[config.mk]
export PLATFORM = sky130hd
export DESIGN_NAME = cbpc_pin_ctrl
export DESIGN_NICKNAME = d
export VERILOG_FILES = /design/src/hw/cbpc_pkg.sv /design/src/hw/cbpc_strap_if.sv /design/src/hw/cbpc_strap.sv /design/src/hw/cbpc_pin_ctrl.sv
export VERILOG_INCLUDE_DIRS = /design/src /design/src/hw
export SDC_FILE = /design/constraint.sdc
export NUM_CORES = 1
export LEC_CHECK = 0
export BUFFER_PORTS_ARGS = -buffer_cell sky130_fd_sc_hd__buf_4
export CORE_UTILIZATION = 43
export DETAILED_ROUTE_END_ITERATION = 8
export GPL_ROUTABILITY_DRIVEN = 0
export PLACE_DENSITY = 0.89
export SYNTH_ARGS = -nofsm -noshare
export SYNTH_HDL_FRONTEND = slang
export SYNTH_SLANG_ARGS = --single-unit
[constraint.sdc]
create_clock -name clk -period 3.13 [get_ports clk]
set_input_delay 0.1565 -clock clk [delete_from_list [all_inputs] [get_ports clk]]
set_output_delay 0.1565 -clock clk [all_outputs]
set_load 0.01 [all_outputs]
[src/hw/cbpc_cfg.svh]
`ifndef CBPC_CFG_SVH
`define CBPC_CFG_SVH

// wishbone register offsets (byte addresses, one word each)
`define CBPC_REG_CTRL        4'h0
`define CBPC_REG_STAT        4'h4
`define CBPC_ADR_W           4

// control register fields
`define CBPC_CTRL_DIS0       0
`define CBPC_CTRL_DIS1       1
`define CBPC_CTRL_RST        2'h0

// status register fields
`define CBPC_STAT_STARTED    0
`define CBPC_STAT_PWRDN      1
`define CBPC_STAT_MODE_LO    2
`define CBPC_STAT_MODE_HI    3
`define CBPC_STAT_ADDR_LO    4
`define CBPC_STAT_ADDR_HI    5
`define CBPC_STAT_ACT0       6
`define CBPC_STAT_ACT1       7

// tri-level pin codes as seen by the core
`define CBPC_TRI_LOW         2'h0
`define CBPC_TRI_MID         2'h1
`define CBPC_TRI_HIGH        2'h2
`define CBPC_TRI_FLOAT       2'h3

// management-bus target addresses, values arbitrary
`define CBPC_BUS_ADDR_LOW    7'h10
`define CBPC_BUS_ADDR_MID    7'h11
`define CBPC_BUS_ADDR_HIGH   7'h12
`define CBPC_BUS_ADDR_RST    7'h00

`define CBPC_DAT_ZERO        32'h0000_0000

`endif

[src/hw/cbpc_pkg.sv]
`default_nettype none

package cbpc_pkg;

  typedef enum logic [1:0] {
    CBPC_ST_WAIT_FIRST,
    CBPC_ST_RUN,
    CBPC_ST_POWERDOWN
  } cbpc_state_t;

  typedef enum logic [1:0] {
    CBPC_MODE_HIBW,
    CBPC_MODE_BYPASS,
    CBPC_MODE_LOBW
  } cbpc_mode_t;

  typedef struct packed {
    cbpc_state_t state;
    logic        started;
    logic        powered_down;
    logic [1:0]  ctrl;
    logic        out0_p;
    logic        out0_n;
    logic        out1_p;
    logic        out1_n;
    cbpc_mode_t  loop_mode;
    logic [6:0]  bus_address;
    logic        ack;
    logic [31:0] dat;
  } cbpc_core_t;

  typedef struct packed {
    logic [1:0] held;
  } cbpc_strap_state_t;

endpackage : cbpc_pkg

`default_nettype wire

[src/hw/cbpc_strap_if.sv]
`timescale 1ns/1ps
`default_nettype none

interface cbpc_strap_if;
  logic       capture;
  logic [1:0] pin_level;
  logic [1:0] held;

  modport ctrl_side (output capture, output pin_level, input held);
  modport latch_side (input capture, input pin_level, output held);
endinterface : cbpc_strap_if

`default_nettype wire

[src/hw/cbpc_strap.sv]
`timescale 1ns/1ps
`default_nettype none
`include "cbpc_cfg.svh"

module cbpc_strap
  import cbpc_pkg::*;
(
  input  wire logic          clk,
  input  wire logic          sys_rst,
  cbpc_strap_if.latch_side   strap
);

  cbpc_strap_state_t st;
  cbpc_strap_state_t next_st;

  always_comb
  begin
    next_st = st;
    if (strap.capture)
    begin
      // a floating pin is biased to the middle level
      if (strap.pin_level == `CBPC_TRI_FLOAT)
        next_st.held = `CBPC_TRI_MID;
      else
        next_st.held = strap.pin_level;
    end
  end

  always_ff @(posedge clk or posedge sys_rst)
  begin
    if (sys_rst)
      st.held <= `CBPC_TRI_MID;
    else
      st <= next_st;
  end

  assign strap.held = st.held;

endmodule : cbpc_strap

`default_nettype wire

[src/hw/cbpc_pin_ctrl.sv]
`timescale 1ns/1ps
`default_nettype none
`include "cbpc_cfg.svh"

// Summary of operation
// - pair zero outputs run while its enable pin is low and CBPC_CTRL_DIS0 is clear, stop while high
// - pair one has its own active-low enable, independent of pair zero
// - on every enable pin, one means disabled and zero means enabled
// - an undriven enable pin is pulled low, so the pair is enabled
// - first high on power-good captures all straps on the same edge that start-up begins
// - after start-up, power-good low puts the device into power-down
// - later highs leave power-down without a fresh strap capture
// - power-good is pulled high when undriven, so the device starts
// - address strap latched at start-up picks one of three bus addresses
// - mode strap latched at start-up picks high-bw, bypass or low-bw loop
// - undriven mode strap sits mid level, selecting bypass
module cbpc_pin_ctrl
  import cbpc_pkg::*;
(
  input  wire logic        clk,
  input  wire logic        sys_rst,
  input  wire logic        pair0_enable_n,
  input  wire logic        pair1_enable_n,
  input  wire logic        power_good_powerdown_n,
  input  wire logic [1:0]  bus_address_strap,
  input  wire logic [1:0]  loop_mode_strap,
  output logic             clk_out0_p,
  output logic             clk_out0_n,
  output logic             clk_out1_p,
  output logic             clk_out1_n,
  output logic [1:0]       loop_mode,
  output logic [6:0]       bus_address,
  output logic             powered_down,
  input  wire logic        wb_cyc_i,
  input  wire logic        wb_stb_i,
  input  wire logic        wb_we_i,
  input  wire logic [3:0]  wb_adr_i,
  input  wire logic [3:0]  wb_sel_i,
  input  wire logic [31:0] wb_dat_i,
  output logic [31:0]      wb_dat_o,
  output logic             wb_ack_o
);

  cbpc_core_t   st;
  cbpc_core_t   next_st;
  logic         first_start;
  logic         wb_req;
  logic         en0;
  logic         en1;
  logic [31:0]  stat_word;
  logic [31:0]  rd_word;

  cbpc_strap_if addr_if ();
  cbpc_strap_if mode_if ();

  assign addr_if.pin_level = bus_address_strap;
  assign mode_if.pin_level = loop_mode_strap;
  // both straps are taken on the same edge, only once per power-up
  assign addr_if.capture   = first_start;
  assign mode_if.capture   = first_start;

  cbpc_strap u_addr_strap
  (
    .clk     (clk),
    .sys_rst (sys_rst),
    .strap   (addr_if.latch_side)
  );

  cbpc_strap u_mode_strap
  (
    .clk     (clk),
    .sys_rst (sys_rst),
    .strap   (mode_if.latch_side)
  );

  function automatic cbpc_mode_t mode_decode(input logic [1:0] lvl);
    cbpc_mode_t m;
    case (lvl)
      `CBPC_TRI_HIGH: m = CBPC_MODE_HIBW;
      `CBPC_TRI_LOW:  m = CBPC_MODE_LOBW;
      default:        m = CBPC_MODE_BYPASS;
    endcase
    return m;
  endfunction : mode_decode

  function automatic logic [6:0] addr_decode(input logic [1:0] lvl);
    logic [6:0] a;
    case (lvl)
      `CBPC_TRI_HIGH: a = `CBPC_BUS_ADDR_HIGH;
      `CBPC_TRI_LOW:  a = `CBPC_BUS_ADDR_LOW;
      default:        a = `CBPC_BUS_ADDR_MID;
    endcase
    return a;
  endfunction : addr_decode

  // a pin left open reads high, so start-up proceeds by itself
  assign first_start = (st.state == CBPC_ST_WAIT_FIRST) && power_good_powerdown_n;
  assign wb_req      = wb_cyc_i && wb_stb_i && !st.ack;

  // one disables, zero enables; the board pull-down leaves an open pin enabled
  // a falling power-good parks the pairs on the very edge that enters power-down
  assign en0 = (st.state == CBPC_ST_RUN) && power_good_powerdown_n &&
               !pair0_enable_n && !st.ctrl[`CBPC_CTRL_DIS0];
  assign en1 = (st.state == CBPC_ST_RUN) && power_good_powerdown_n &&
               !pair1_enable_n && !st.ctrl[`CBPC_CTRL_DIS1];

  always_comb
  begin
    stat_word = `CBPC_DAT_ZERO;
    stat_word[`CBPC_STAT_STARTED] = st.started;
    stat_word[`CBPC_STAT_PWRDN]   = st.powered_down;
    stat_word[`CBPC_STAT_MODE_HI:`CBPC_STAT_MODE_LO] = st.loop_mode;
    stat_word[`CBPC_STAT_ADDR_HI:`CBPC_STAT_ADDR_LO] = addr_if.held;
    stat_word[`CBPC_STAT_ACT0]    = st.out0_p || st.out0_n;
    stat_word[`CBPC_STAT_ACT1]    = st.out1_p || st.out1_n;
  end

  always_comb
  begin
    rd_word = `CBPC_DAT_ZERO;
    case (wb_adr_i)
      `CBPC_REG_CTRL: rd_word[1:0] = st.ctrl;
      `CBPC_REG_STAT: rd_word      = stat_word;
      default:        rd_word      = `CBPC_DAT_ZERO;
    endcase
  end

  always_comb
  begin
    next_st = st;

    case (st.state)
      CBPC_ST_WAIT_FIRST:
      begin
        if (power_good_powerdown_n)
        begin
          next_st.state   = CBPC_ST_RUN;
          next_st.started = 1'b1;
        end
      end
      CBPC_ST_RUN:
      begin
        if (!power_good_powerdown_n)
          next_st.state = CBPC_ST_POWERDOWN;
      end
      CBPC_ST_POWERDOWN:
      begin
        // leaving power-down never re-captures the straps
        if (power_good_powerdown_n)
          next_st.state = CBPC_ST_RUN;
      end
      default:
      begin
        next_st.state = CBPC_ST_WAIT_FIRST;
      end
    endcase

    next_st.powered_down = (next_st.state == CBPC_ST_POWERDOWN);

    // outputs park low/low when off, so no runt half-cycle on stop
    next_st.out0_p = en0 && !st.out0_p;
    next_st.out0_n = en0 && st.out0_p;
    next_st.out1_p = en1 && !st.out1_p;
    next_st.out1_n = en1 && st.out1_p;

    // decoded from the held copies only, so pins moving later have no effect
    if (st.started)
    begin
      next_st.loop_mode   = mode_decode(mode_if.held);
      next_st.bus_address = addr_decode(addr_if.held);
    end

    // classic wishbone: ack one cycle after the request, dropped the next
    next_st.ack = wb_req;
    next_st.dat = `CBPC_DAT_ZERO;
    if (wb_req)
    begin
      if (!wb_we_i)
        next_st.dat = rd_word;
      else if (wb_adr_i == `CBPC_REG_CTRL && wb_sel_i[0])
        next_st.ctrl = wb_dat_i[1:0];
    end
  end

  always_ff @(posedge clk or posedge sys_rst)
  begin
    if (sys_rst)
    begin
      st.state        <= CBPC_ST_WAIT_FIRST;
      st.started      <= 1'b0;
      st.powered_down <= 1'b0;
      st.ctrl         <= `CBPC_CTRL_RST;
      st.out0_p       <= 1'b0;
      st.out0_n       <= 1'b0;
      st.out1_p       <= 1'b0;
      st.out1_n       <= 1'b0;
      st.loop_mode    <= CBPC_MODE_BYPASS;
      st.bus_address  <= `CBPC_BUS_ADDR_RST;
      st.ack          <= 1'b0;
      st.dat          <= `CBPC_DAT_ZERO;
    end
    else
    begin
      st <= next_st;
    end
  end

  assign clk_out0_p   = st.out0_p;
  assign clk_out0_n   = st.out0_n;
  assign clk_out1_p   = st.out1_p;
  assign clk_out1_n   = st.out1_n;
  assign loop_mode    = st.loop_mode;
  assign bus_address  = st.bus_address;
  assign powered_down = st.powered_down;
  assign wb_dat_o     = st.dat;
  assign wb_ack_o     = st.ack;
endmodule : cbpc_pin_ctrl

`default_nettype wire

==> impl_metrics.csv <==
group,metric,value,unit
outcome,status,"completed",
setup_path,crit_path_start_kind,"flop",
synth,synth_edf_count,0,
global_routing,grt_pass1_wl,3.41,mm
worst_hold_path,hold_path_class,"input port to flop",
synth,synth_top_area_share,0.450,
finish,fin_nets,200,
setup_path,critical_path_class,"flop to flop",
global_routing,grt_max_degree,29,
finish,final_common_cell,"buf_4",
drt,vias_per_cell,4.15,
finish,n_fill_cell,276,
floorplan,die_y,58.8,µm
synth,synth_warnings,0,
drt,wl_per_cell,10.8,µm
sta,fin_ws,1.58,ns
synth,synth.area.mux_share,0.0712,
synth,synth_compound_area_frac,0.0270,
finish,mostFrequentLayoutCells,"buf_4 (37), conb_1 (28), dfrtp_1 (25)",
clock_tree,post_cts_buffers,0,
clock_tree,tritoncts,"built",
finish,utilization,0.522,
clock_tree,root_buffer,"clkbuf_4",
finish,multi_input_area,455,µm²
synth,synth_top_family_by_area,"buffers and inverters",
synth,syn_inst,118,
clock_tree,cts_sinks,28,
setup_path,worst_ep_required_time,3.34,ns
global_routing,antenna_found_initial,0,
synth,synth_fa_ha_area_frac,0,
synth,ys.flop_type,"dfrtp_1",
floorplan,ios,99,
power_and_ir_drop,p_int,0.000596,W
synth,synthSimpleGateAreaFrac,0.148,
sta,final_hold_viol_count,0,
global_routing,track_usage,0.130,
power_and_ir_drop,p_seq_frac,0.548,
sta,fmax,646,MHz
setup_path,slowest_delay,0.40,ns
floorplan,die-area,3460,µm²
drt,drtPass1Iterations,4,
sta,post-route-period-util,0.495,
finish,regArea,704,µm²
power_and_ir_drop,p_comb_frac,0.163,
finish,antenna_cells,0,
placement,dp_hpwl,1.73,mm
worst_hold_path,min_to,"wb_dat_o[0]",
floorplan,initial_core_util,0.455,
synth,synth_cell_types,24,
sta,maxSlewViolCount,0,
clock_tree,h-tree-depth,1,
synth,synth_area_leaders,"dfrtp_1 (45%), buf_4 (22%), dfstp_2 (5.7%)",
sta,fin_crit,1.55,ns
power_and_ir_drop,finalPower,0.000780,W
global_routing,grt.overflow.total,0,
clock_tree,clock_latency,0.31,ns
sta,setup_viol,0,
drt,ant_nets,0,
setup_path,arrival,1.76,ns
drt,dr.first_iter.drc_count,4,
setup_path,slowest_stage,"dfrtp_1",
synth,synth_top_area_cell,"dfrtp_1",
sta,slew_headroom,0.352,
setup_path,ff2ff_path_depth,3,
power_and_ir_drop,power.density,489,nW/µm²
setup_path,cp-end-kind,"flop",
clock_tree,clk_pin_slew,0.13,ns
synth,synth_xor_area_frac,0.00631,
worst_hold_path,holdCritStartpoint,"wb_we_i",
clock_tree,clock_path_buffers,2,
sta,rsz0062_at_grt,"no",
floorplan,die_x,58.8,µm
power_and_ir_drop,vdd_drop_max,258,µV
setup_path,timing.rr.start,"wb_ack_o",
finish,drive_above_1_share,0.395,
global_routing,first_global_vias,789,
synth,yosysSeqAreaShare,0.507,
synth,syn_avg_cell_area,11.8,µm²
finish,synthToLayoutAreaGrowth,14.8,%
worst_hold_path,whs_path_depth,2,
run,drv_cap,0,
drt,vias,792,
floorplan,fp-row-count,20,
power_and_ir_drop,leakage,0.805,nW
synth,synthArstFlopShare,1.00,
power_and_ir_drop,p_sw,0.000184,W
sta,timing.setup.tns,0,ns
setup_path,crit_fanout,4,
drt,wirelength,2.06,mm
placement,place_ws,1.57,ns
drt,drc,0,
setup_path,reg2reg_setup_slack,1.58,ns
setup_path,r2r_end,"st[47]",
placement,port_buffers,37,
sta,worst_pin_slew,0.971,ns
clock_tree,cts_buffers,3,
setup_path,path_cells,"nand3b_1 > nor4_4 > mux2_2",
synth,syn_area,1390,µm²
sta,finClkSkew,0.00487,ns
power_and_ir_drop,power_frac_clock,0.288,
synth,ys_ff_latch,28,
power_and_ir_drop,swShare,0.236,
floorplan,core,3050,µm²
-- routing by layer --
| metal | share of wire | up-vias | GRT usage |
|---|---|---|---|
| li1 | - | 375 | - |
| met1 | 0.38 | 371 | 0.151 |
| met2 | 0.54 | 44 | 0.235 |
| met3 | 0.067 | 2 | 0.0286 |
| met4 | 0.010 | 0 | 0.0442 |
| met5 | 0 | - | 0 |
-- critical path: cells and delay by family, from the launching register on --
kind	cells	cell delay (ns)
mux	1	0.38
flops	1	0.40
simple gates	2	0.67
-- through the flow --
| stage | hold WS (ns) | cell area (µm²) | cells |
|---|---|---|---|
| floorplan | 0.220 | 1490 | 145 |
| global placement | 0.325 | 1510 | 184 |
| detailed placement | 0.329 | 1510 | 184 |
| CTS | 0.0230 | 1590 | 191 |
| global route | 0.00945 | 1590 | 191 |
| finish | 0.0307 | 1590 | 191 |
-- synthesized netlist by cell type (3+ instances only) --
cell type  instances
or2_2              3
mux2_2             7
o21ai_0            3
dfrtp_1           25
inv_1              5
and2_1             4
nor2_1             3
dfstp_2            3
nand3b_1           5
buf_4             41
-- flip-flops by register name, summed over array words and instances (netlist names) --
| name | count |
|---|---|
| bus_address | 3 |
| clk_out0_n | 1 |
| clk_out0_p | 1 |
| clk_out1_n | 1 |
| clk_out1_p | 1 |
| loop_mode | 2 |
| powered_down | 1 |
| st | 5 |
| u_addr_strap.strap.held | 2 |
| u_mode_strap.strap.held | 2 |
| wb_ack_o | 1 |
| wb_dat_o | 8 |
-- kinds of logic after synthesis --
kind of cell           after synthesis
AO/OA/AOI/OAI                        6
XOR/XNOR                             1
buffers and inverters               47
flip-flops                          28
multiplexers                         9
other                                1
AND/OR/NAND/NOR                     26
-- worst max path at each step --
stage	startpoint	to	slack, ns	cells after the start
floorplan	wb_ack_o	st[46]	1.67	3
global placement	wb_ack_o	st[47]	1.67	3
detailed placement	wb_ack_o	st[47]	1.57	3
CTS	wb_ack_o	st[47]	1.55	3
global route	wb_ack_o	st[47]	1.52	3
finish	wb_ack_o	st[47]	1.58	3
-- power groups by stage --
stage / combinational, W / sequential, W / clock [W]
2_1_floorplan: 0.000114 / 0.000427 / 0
3_5_place_dp: 0.000126 / 0.000435 / 0
4_1_cts: 0.000129 / 0.000428 / 0.000232
3_3_place_gp: 0.000122 / 0.000431 / 0
5_1_grt: 0.000141 / 0.000432 / 0.000251
6_report: 0.000127 / 0.000428 / 0.000225
-- timing repair --
action	in CTS	in global routing
gates resized for setup	0	0
endpoints found under the hold margin	5	0
hold buffers	3	0
-- area by class of cell --
type                    count  area share
clock buffers               3      0.0141
flip-flops and latches     28       0.442
well taps                  44      0.0345
multi-input cells          70       0.286
inverters                   5      0.0118
clock inverters             1      0.0188
repair buffers             40       0.193
Power figures use the tool's default switching activity.
